**src/dtc_consts.svh**
```systemverilog
`ifndef DTC_CONSTS_SVH
`define DTC_CONSTS_SVH

// Register byte offsets
`define DTC_OFS_CTRL 8'h00
`define DTC_OFS_CLKSEL 8'h04
`define DTC_OFS_PRESC 8'h08
`define DTC_OFS_CNT1 8'h0c
`define DTC_OFS_CNT2 8'h10
`define DTC_OFS_RCA 8'h14
`define DTC_OFS_RCB 8'h18
`define DTC_OFS_PEND 8'h1c
`define DTC_OFS_IEN 8'h20

// Control register fields
`define DTC_CTRL_MODE_LSB 0
`define DTC_CTRL_LEVEL 2
`define DTC_CTRL_TOG_EN 3
`define DTC_CTRL_EXT_RISE 4
`define DTC_CTRL_ACC_HIGH 5
`define DTC_CTRL_CAPA_RISE 6
`define DTC_CTRL_CAPB_RISE 7
`define DTC_CTRL_PRESET_A 8
`define DTC_CTRL_PRESET_B 9
`define DTC_CTRL_W 10

// Clock select fields
`define DTC_CLKSEL_SRC1_LSB 0
`define DTC_CLKSEL_SRC2_LSB 4

// Pending and enable bit positions
`define DTC_PEND_A 0
`define DTC_PEND_B 1
`define DTC_PEND_C 2
`define DTC_PEND_D 3

// Reset values and the counter top value
`define DTC_RST_CTRL 10'h000
`define DTC_RST_CLKSEL 8'h00
`define DTC_RST_PRESC 5'h00
`define DTC_RST_CNT 16'h0000
`define DTC_RST_FLAGS 4'h0
`define DTC_CNT_TOP 16'hffff

`endif

```
**src/dtc_pkg.sv**
```systemverilog
package dtc_pkg;

   typedef enum logic [1:0] {
      MODE_PWM,
      MODE_CAPT,
      MODE_DUAL,
      MODE_CAPT_TMR
   } dtc_mode_t;

   typedef enum logic [2:0] {
      SRC_NONE,
      SRC_PRESC,
      SRC_EXT,
      SRC_PULSE,
      SRC_SLOW
   } dtc_src_t;

   // Edge of chosen polarity between two samples
   function automatic logic dtc_edge(input logic cur, input logic prev, input logic rise);
      dtc_edge = rise ? (cur & ~prev) : (~cur & prev);
   endfunction

endpackage

```
**src/dtc_tick_if.sv**
```systemverilog
`timescale 1ns/1ps
interface dtc_tick_if;
   logic presc_tick;
   logic slow_tick;
   modport src (output presc_tick, output slow_tick);
   modport snk (input presc_tick, input slow_tick);
endinterface

```
**src/dtc_presc.sv**
```systemverilog
`timescale 1ns/1ps
`include "dtc_consts.svh"
module dtc_presc import dtc_pkg::*; (
   input wire logic clk_i,
   input wire logic rst_i,
   input wire logic [4:0] div_i,
   input wire logic slow_clk_i,
   dtc_tick_if.src tk
);
   logic [4:0] cnt_q;
   logic s1_q;
   logic s2_q;
   logic s3_q;

   // Hidden down counter, divides by divisor plus one
   always_ff @(posedge clk_i or posedge rst_i) begin
      if (rst_i) begin
         cnt_q <= `DTC_RST_PRESC;
      end else if (cnt_q == 5'h00) begin
         cnt_q <= div_i;
      end else begin
         cnt_q <= cnt_q - 5'h01;
      end
   end
   assign tk.presc_tick = (cnt_q == 5'h00);

   // Slow clock synchroniser; needs four system clocks per slow period
   always_ff @(posedge clk_i or posedge rst_i) begin
      if (rst_i) begin
         s1_q <= 1'b0;
         s2_q <= 1'b0;
         s3_q <= 1'b0;
      end else begin
         s1_q <= slow_clk_i;
         s2_q <= s1_q;
         s3_q <= s2_q;
      end
   end
   // Edges only seen while clk runs, so a stopped clock freezes the count
   assign tk.slow_tick = s2_q & ~s3_q;
endmodule

```
**src/dtc_clksel.sv**
```systemverilog
`timescale 1ns/1ps
module dtc_clksel import dtc_pkg::*; (
   input wire logic [2:0] src_i,
   input wire logic tb_busy_i,
   input wire logic ext_evt_i,
   input wire logic acc_gate_i,
   dtc_tick_if.snk tk,
   output logic tick_o
);
   // One count enable per selected source
   always_comb begin
      case (dtc_src_t'(src_i))
         SRC_PRESC: tick_o = tk.presc_tick;
         SRC_EXT: tick_o = ext_evt_i & ~tb_busy_i;
         SRC_PULSE: tick_o = tk.presc_tick & acc_gate_i & ~tb_busy_i;
         SRC_SLOW: tick_o = tk.slow_tick;
         default: tick_o = 1'b0;
      endcase
   end
endmodule

```
**src/dtc_top.sv**
```systemverilog
`timescale 1ns/1ps
`include "dtc_consts.svh"
module dtc_top import dtc_pkg::*; (
   input wire logic clk_i,
   input wire logic rst_i,
   input wire logic [7:0] addr_i,
   input wire logic [15:0] wdata_i,
   input wire logic wr_i,
   input wire logic rd_i,
   output logic [15:0] rdata_o,
   input wire logic first_io_pin_i,
   output logic first_io_pin_o,
   output logic first_io_pin_oe_o,
   input wire logic second_io_pin_i,
   input wire logic slow_clk_i,
   output logic irq_timer1_o,
   output logic irq_timer2_o
);
   logic [`DTC_CTRL_W-1:0] ctrl_q;
   logic [7:0] clksel_q;
   logic [4:0] prescale_divisor_q;
   logic [15:0] primary_counter_q, secondary_counter_q;
   logic [15:0] reload_capture_a_q, reload_capture_b_q;
   logic [3:0] pend_q, ien_q;
   dtc_mode_t mode_prev_q;
   logic reload_b_next_q, ta_prev_q, tb_prev_q;
   dtc_mode_t mode;
   logic [2:0] src1, src2;
   logic wr_ctrl, wr_cnt1, wr_cnt2, wr_pend;
   logic tick1, tick2, uf1, uf2;
   logic capt, cap_a, cap_b, ext_evt, acc_gate;
   logic [3:0] pend_set, pend_clr, pend_d;

   dtc_tick_if tk ();

   // Decoded controls
   assign mode = dtc_mode_t'(ctrl_q[`DTC_CTRL_MODE_LSB +: 2]);
   assign src1 = clksel_q[`DTC_CLKSEL_SRC1_LSB +: 3];
   assign src2 = clksel_q[`DTC_CLKSEL_SRC2_LSB +: 3];
   assign capt = (mode == MODE_CAPT);
   assign wr_ctrl = wr_i && (addr_i == `DTC_OFS_CTRL);
   assign wr_cnt1 = wr_i && (addr_i == `DTC_OFS_CNT1);
   assign wr_cnt2 = wr_i && (addr_i == `DTC_OFS_CNT2);
   assign wr_pend = wr_i && (addr_i == `DTC_OFS_PEND);

   // Second pin event and gate terms
   assign ext_evt = dtc_edge(second_io_pin_i, tb_prev_q, ctrl_q[`DTC_CTRL_EXT_RISE]);
   assign acc_gate = (second_io_pin_i == ctrl_q[`DTC_CTRL_ACC_HIGH]);
   // Capture edges, each with its own polarity
   assign cap_a = capt && dtc_edge(first_io_pin_i, ta_prev_q, ctrl_q[`DTC_CTRL_CAPA_RISE]);
   assign cap_b = capt && dtc_edge(second_io_pin_i, tb_prev_q, ctrl_q[`DTC_CTRL_CAPB_RISE]);

   // Pin history for edge detection
   always_ff @(posedge clk_i or posedge rst_i) begin
      if (rst_i) begin
         ta_prev_q <= 1'b0;
         tb_prev_q <= 1'b0;
      end else begin
         ta_prev_q <= first_io_pin_i;
         tb_prev_q <= second_io_pin_i;
      end
   end

   dtc_presc u_presc (
      .clk_i(clk_i),
      .rst_i(rst_i),
      .div_i(prescale_divisor_q),
      .slow_clk_i(slow_clk_i),
      .tk(tk.src)
   );

   // Primary loses pin-based sources while the second pin captures
   dtc_clksel u_sel1 (
      .src_i(src1),
      .tb_busy_i(capt),
      .ext_evt_i(ext_evt),
      .acc_gate_i(acc_gate),
      .tk(tk.snk),
      .tick_o(tick1)
   );

   dtc_clksel u_sel2 (
      .src_i(src2),
      .tb_busy_i(1'b0),
      .ext_evt_i(ext_evt),
      .acc_gate_i(acc_gate),
      .tk(tk.snk),
      .tick_o(tick2)
   );

   // Underflow is a count taken at zero
   assign uf1 = tick1 && (primary_counter_q == 16'h0000);
   assign uf2 = tick2 && (secondary_counter_q == 16'h0000);

   // Plain registers written by software
   always_ff @(posedge clk_i or posedge rst_i) begin
      if (rst_i) begin
         clksel_q <= `DTC_RST_CLKSEL;
         prescale_divisor_q <= `DTC_RST_PRESC;
         ien_q <= `DTC_RST_FLAGS;
      end else if (wr_i) begin
         case (addr_i)
            `DTC_OFS_CLKSEL: clksel_q <= wdata_i[7:0];
            `DTC_OFS_PRESC: prescale_divisor_q <= wdata_i[4:0];
            `DTC_OFS_IEN: ien_q <= wdata_i[3:0];
            default: ;
         endcase
      end
   end

   // Control; hardware toggles the level bit, a software write wins
   always_ff @(posedge clk_i or posedge rst_i) begin
      if (rst_i) begin
         ctrl_q <= `DTC_RST_CTRL;
      end else if (wr_ctrl) begin
         ctrl_q <= wdata_i[`DTC_CTRL_W-1:0];
      end else if (uf1 && ctrl_q[`DTC_CTRL_TOG_EN] && !capt) begin
         ctrl_q[`DTC_CTRL_LEVEL] <= ~ctrl_q[`DTC_CTRL_LEVEL];
      end
   end

   // Alternation pointer back to A on reset, mode entry or stop
   always_ff @(posedge clk_i or posedge rst_i) begin
      if (rst_i) begin
         reload_b_next_q <= 1'b0;
         mode_prev_q <= MODE_PWM;
      end else begin
         mode_prev_q <= mode;
         if (mode != MODE_PWM || mode_prev_q != MODE_PWM || dtc_src_t'(src1) == SRC_NONE) begin
            reload_b_next_q <= 1'b0;
         end else if (uf1) begin
            reload_b_next_q <= ~reload_b_next_q;
         end
      end
   end

   // Primary counter: reload, capture preset or free wrap
   always_ff @(posedge clk_i or posedge rst_i) begin
      if (rst_i) begin
         primary_counter_q <= `DTC_RST_CNT;
      end else if (wr_cnt1) begin
         primary_counter_q <= wdata_i;
      end else if ((cap_a && ctrl_q[`DTC_CTRL_PRESET_A]) || (cap_b && ctrl_q[`DTC_CTRL_PRESET_B])) begin
         primary_counter_q <= `DTC_CNT_TOP;
      end else if (uf1) begin
         case (mode)
            MODE_PWM: primary_counter_q <= reload_b_next_q ? reload_capture_b_q : reload_capture_a_q;
            MODE_CAPT: primary_counter_q <= `DTC_CNT_TOP;
            default: primary_counter_q <= reload_capture_a_q;
         endcase
      end else if (tick1) begin
         primary_counter_q <= primary_counter_q - 16'h0001;
      end
   end

   // Secondary counter, preloadable by software
   always_ff @(posedge clk_i or posedge rst_i) begin
      if (rst_i) begin
         secondary_counter_q <= `DTC_RST_CNT;
      end else if (wr_cnt2) begin
         secondary_counter_q <= wdata_i;
      end else if (uf2 && mode == MODE_DUAL) begin
         secondary_counter_q <= reload_capture_b_q;
      end else if (tick2) begin
         secondary_counter_q <= secondary_counter_q - 16'h0001;
      end
   end

   // Reload or capture registers; capture keeps the pre-preset value
   always_ff @(posedge clk_i or posedge rst_i) begin
      if (rst_i) begin
         reload_capture_a_q <= `DTC_RST_CNT;
         reload_capture_b_q <= `DTC_RST_CNT;
      end else begin
         if (cap_a) begin
            reload_capture_a_q <= primary_counter_q;
         end else if (wr_i && addr_i == `DTC_OFS_RCA) begin
            reload_capture_a_q <= wdata_i;
         end
         if (cap_b) begin
            reload_capture_b_q <= primary_counter_q;
         end else if (wr_i && addr_i == `DTC_OFS_RCB) begin
            reload_capture_b_q <= wdata_i;
         end
      end
   end

   // Pending flag sources per mode
   always_comb begin
      pend_set = 4'h0;
      case (mode)
         MODE_PWM: begin
            pend_set[`DTC_PEND_A] = uf1 && !reload_b_next_q;
            pend_set[`DTC_PEND_B] = uf1 && reload_b_next_q;
         end
         MODE_CAPT: begin
            pend_set[`DTC_PEND_A] = cap_a;
            pend_set[`DTC_PEND_B] = cap_b;
            pend_set[`DTC_PEND_C] = uf1;
         end
         default: pend_set[`DTC_PEND_A] = uf1;
      endcase
      pend_set[`DTC_PEND_D] = uf2;
   end

   // Write one to clear; a same-cycle event wins
   assign pend_clr = wr_pend ? wdata_i[3:0] : 4'h0;
   assign pend_d = (pend_q & ~pend_clr) | pend_set;

   always_ff @(posedge clk_i or posedge rst_i) begin
      if (rst_i) begin
         pend_q <= `DTC_RST_FLAGS;
      end else begin
         pend_q <= pend_d;
      end
   end

   // Interrupt lines from flags and enables
   always_ff @(posedge clk_i or posedge rst_i) begin
      if (rst_i) begin
         irq_timer1_o <= 1'b0;
         irq_timer2_o <= 1'b0;
      end else begin
         irq_timer1_o <= |(pend_q[2:0] & ien_q[2:0]);
         irq_timer2_o <= pend_q[`DTC_PEND_D] & ien_q[`DTC_PEND_D];
      end
   end

   // First pin drive; capture mode leaves it an input
   always_ff @(posedge clk_i or posedge rst_i) begin
      if (rst_i) begin
         first_io_pin_o <= 1'b0;
         first_io_pin_oe_o <= 1'b0;
      end else begin
         first_io_pin_o <= ctrl_q[`DTC_CTRL_LEVEL];
         first_io_pin_oe_o <= ctrl_q[`DTC_CTRL_TOG_EN] && !capt;
      end
   end

   // Read data one cycle after the strobe; unmapped reads zero
   always_ff @(posedge clk_i or posedge rst_i) begin
      if (rst_i) begin
         rdata_o <= 16'h0000;
      end else if (rd_i) begin
         case (addr_i)
            `DTC_OFS_CTRL: rdata_o <= {6'h00, ctrl_q};
            `DTC_OFS_CLKSEL: rdata_o <= {8'h00, clksel_q};
            `DTC_OFS_PRESC: rdata_o <= {11'h000, prescale_divisor_q};
            `DTC_OFS_CNT1: rdata_o <= primary_counter_q;
            `DTC_OFS_CNT2: rdata_o <= secondary_counter_q;
            `DTC_OFS_RCA: rdata_o <= reload_capture_a_q;
            `DTC_OFS_RCB: rdata_o <= reload_capture_b_q;
            `DTC_OFS_PEND: rdata_o <= {12'h000, pend_q};
            `DTC_OFS_IEN: rdata_o <= {12'h000, ien_q};
            default: rdata_o <= 16'h0000;
         endcase
      end else begin
         rdata_o <= 16'h0000;
      end
   end
endmodule

```
**config.mk**
```make
export PLATFORM = sky130hd
export DESIGN_NAME = dtc_top
export DESIGN_NICKNAME = d
export VERILOG_FILES = /design/src/dtc_pkg.sv /design/src/dtc_tick_if.sv /design/src/dtc_presc.sv /design/src/dtc_clksel.sv /design/src/dtc_top.sv
export VERILOG_INCLUDE_DIRS = /design/src
export SDC_FILE = /design/constraint.sdc
export NUM_CORES = 1
export LEC_CHECK = 0
export ABC_AREA = 1
export BUFFER_PORTS_ARGS = -buffer_cell sky130_fd_sc_hd__buf_4
export CORE_ASPECT_RATIO = 0.75
export CORE_MARGIN = 5
export CORE_UTILIZATION = 37
export DETAILED_ROUTE_END_ITERATION = 8
export PLACE_DENSITY_LB_ADDON = 0.2
export SLEW_MARGIN = 20
export SYNTH_ARGS = -nofsm -noshare
export SYNTH_HDL_FRONTEND = slang
export SYNTH_HIERARCHICAL = 1
export SYNTH_SLANG_ARGS = --single-unit
```
**constraint.sdc**
```tcl
create_clock -name clk_i -period 8.35 [get_ports clk_i]
set_clock_uncertainty 0.2 [all_clocks]
set_input_delay 0.835 -clock clk_i [delete_from_list [all_inputs] [get_ports clk_i]]
set_output_delay 0.835 -clock clk_i [all_outputs]
set_load 0.01 [all_outputs]
```
==> impl_metrics.py <==
metrics = {
    "layout": {
        "fillCellCount": 2215,
        "antennaDiodeCount": 0,
        "syn2layout_area_growth_pct": 13.9,
        "final_nets": 1199,
        "fin_area_um2": 9060,
        "multiInputGateArea_um2": 3940,
        "layout-drive-gt1-share_pct": 11.2,
        "seq_area_um2": 3200,
    },
    "synth": {
        "ys_ff_latch": 128,
        "yosys.area.top_type": "dfrtp_1",
        "syn_inst": 1133,
        "synth_area_leaders": "dfrtp_1 (40%), nand2_1 (16%), inv_1 (6.7%)",
        "synth_nets": 1169,
        "yosys.cell_types.count": 42,
        "async_flop_share_pct": 100,
        "synth-edff-count": 0,
        "ys_warn_count": 6,
        "syn_area_um2": 7950,
        "synth_top_area_share_pct": 40.3,
        "synthFlopType": "dfrtp_1",
        "synth_area_per_cell_um2": 7.02,
        "ys_seq_area_share_pct": 40.3,
    },
    "power": {
        "irDropWorstVdd_mv": 0.148,
        "p_leak_uw": 0.00459,
        "p_per_area_nw_per_um2": 276,
    },
    "sta": {
        "hold_violations": 0,
        "finalCritPeriodShare_pct": 42.8,
        "relSlewSlack_pct": 25.8,
        "drv_slew": 0,
        "tightest_slew_ns": 1.11,
        "finalSetupViolations": 0,
        "setup_tns_ns": 0,
        "period_needed_ns": 3.57,
        "clock.fmax_mhz": 280,
        "rsz0062_at_grt": "false",
    },
    "floorplanning": {
        "dieArea_um2": 24600,
        "placeableCoreArea_um2": 21100,
        "die_w_um": 179,
        "start_util_pct": 37.7,
        "io_pins": 51,
        "std_cell_rows": 46,
        "fp.dieH_um": 137,
    },
    "clocking": {
        "cts_tree": "yes",
        "clk_pin_slew_ns": 0.06,
        "root_buffer": "clkbuf_16",
        "postCtsSetupBuffers": 0,
        "htreeDepth": 4,
        "cts_resized": 0,
        "insertion_delay_ns": 0.43,
        "ctsHoldBuffers": 0,
        "cts_buffer_depth": 2,
        "cts_buffers": 17,
        "cts.sinks": 128,
    },
    "placed_design": {
        "gp_congestion": 0.966,
        "port_buffers": 50,
        "dpl_cell_area_um2": 8470,
        "dp_hpwl_um": 19200,
    },
    "global_routing": {
        "grt_max_degree": 70,
        "grt_use_met2_pct": 28.8,
        "antenna_found_initial": 0,
        "grt_pass1_wl_um": 41400,
        "grt_util_met3_pct": 5.11,
        "track_usage_pct": 22.2,
        "grt_util_met1_pct": 36.0,
        "top_usage_layer": "met1",
        "grt_pass1_vias": 7018,
        "grt_overflow": 0,
    },
    "setup_path": {
        "crit_path_end_kind": "register",
        "crit_type": "input port to register",
        "required_ns": 8.44,
        "cp-start-kind": "input port",
        "r2r-end": "secondary_counter_q[5]$_DFFE_PP0P_",
        "arrival_ns": 3.66,
        "critPathMaxFanout": 30,
        "crit_buf_inv": 2,
        "cp_top_family": "simple AND/OR/NAND/NOR gates",
        "reg2reg_depth": 11,
        "r2r_slack_ns": 4.80,
        "r2r-start": "u_presc/cnt_q[0]$_DFF_PP0_",
        "cp_slowest_stage_delay_ns": 0.81,
        "cp_slowest_cell": "nand3_1",
        "path_cells": "buf_4 -> inv_1 -> nand2_1 -> o21ai_0 -> nand2_1 -> nand3_1 -> nand2_1 -> nor2_1 -> nand4_1 -> nor2_1 -> nand3_1 -> o211ai_1 -> nand3_1",
    },
    "route": {
        "routed_wl_um": 26300,
        "drt_iter0_markers": 924,
        "num_vias": 7682,
        "via_per_inst": 5.25,
        "drtAntennaViolNets": 0,
        "wl_per_cell_um": 18.0,
        "drc": 0,
        "dr.pass1.iters": 7,
    },
    "outcome": {
        "status": "completed",
    },
    "min_path": {
        "min_from": "u_presc/s1_q$_DFF_PP0_",
        "hold_path_class": "register to register",
        "hold_end": "u_presc/s2_q$_DFF_PP0_",
        "min_delay_path_depth": 0,
    },
    "run": {
        "drv_cap": 0,
    },
}
[synth_stat cells (12+ instances only)]
| cell type | count |
|---|---|
| clkbuf_1 | 12 |
| a21oi_1 | 14 |
| o21ai_0 | 84 |
| nand2_1 | 340 |
| nor2_2 | 13 |
| buf_2 | 18 |
| nor2_1 | 106 |
| nand4_1 | 14 |
| o21ai_1 | 19 |
| o211ai_1 | 41 |
| dfrtp_1 | 128 |
| nand3_1 | 87 |
| inv_1 | 141 |
| o22ai_1 | 31 |
[stage by stage]
stage	worst slack, ns	hold WS (ns)	total power (µW)	util, %	cells
after floorplan	4.13	0.131	1500	-	1133
after global placement	4.58	0.135	1730	40.1	1432
after detailed placement	4.40	0.140	1730	40.1	1432
after CTS	4.86	0.154	2490	42.9	1464
after global routing	4.44	0.155	2670	42.9	1464
final	4.78	0.152	2500	42.9	1464
[routing by layer]
metal,share of wire [%],vias up
met3,9.5,27
met5,0,-
met1,50,3596
met4,1.5,0
met2,39,332
li1,-,3727
[worst max-delay path by stage]
stage,slack (ns),start,end,depth (start not counted)
final,4.78,second_io_pin_i,secondary_counter_q[5]$_DFFE_PP0P_,13
after global routing,4.44,second_io_pin_i,secondary_counter_q[5]$_DFFE_PP0P_,13
after CTS,4.86,second_io_pin_i,secondary_counter_q[5]$_DFFE_PP0P_,13
after detailed placement,4.40,second_io_pin_i,secondary_counter_q[5]$_DFFE_PP0P_,13
after global placement,4.58,second_io_pin_i,secondary_counter_q[5]$_DFFE_PP0P_,13
after floorplan,4.13,rst_i,clksel_q[0]$_DFFE_PP0P_,1
[placed cells by master (no fill, tap or decap), types with 17 or more instances in the layout]
cell	count
dfrtp_1	128
o21ai_1	19
clkbuf_16	17
inv_1	140
nand2_1	340
o211ai_1	41
o22ai_1	31
nand3_1	87
buf_4	52
o21ai_0	84
nor2_1	106
[area by class of cell]
type                            instances  area share (%)
Clock inverter                         12            1.52
Multi-Input combinational cell        810            43.4
Sequential cell                       128            35.4
Tap cell                              288            3.98
Inverter                              154            6.45
Timing Repair Buffer                   52            4.31
Clock buffer                           20            4.93
[worst register-to-register path, cell delays in order, from the launching register on]
cell and delay, ns:
dfrtp_1 0.36, inv_1 0.11, ha_1 0.23, nand3_2 0.15, clkinv_2 0.13, a21oi_1 0.08, nor2_1 0.33, nand4_1 0.14
nor2_1 0.22, nand3_1 0.81, o211ai_1 0.50, nand3_1 0.13
[logic make-up (layout without fill, tap and decap cells)]
family | after synthesis | count (layout) | share of synthesized area [%]
and+or+nand+nor | 594 | 594 | 32.6
AOI/OAI and AO/OA | 198 | 198 | 14.7
buffers and inverters | 195 | 238 | 10.3
DFF | 128 | 128 | 40.3
xor gates and xnor gates | 12 | 12 | 1.32
adders and majority gates | 5 | 5 | 0.787
other | 1 | 1 | 0.0471
[registers in the layout, indices dropped and copies added (netlist names), 4 cells and up]
signal               count
prescale_divisor_q       5
secondary_counter_q     16
pend_q                   4
clksel_q                 8
primary_counter_q       16
reload_capture_b_q      16
ctrl_q                  10
reload_capture_a_q      16
rdata_o                 16
ien_q                    4
u_presc/cnt_q            5
[power breakdown]
group          switching (µW)  internal (µW)  leakage (µW)
clock                     298            448      0.000268
sequential                187            761       0.00162
combinational             530            279       0.00270
No activity file was read; power rests on OpenSTA's default activity.
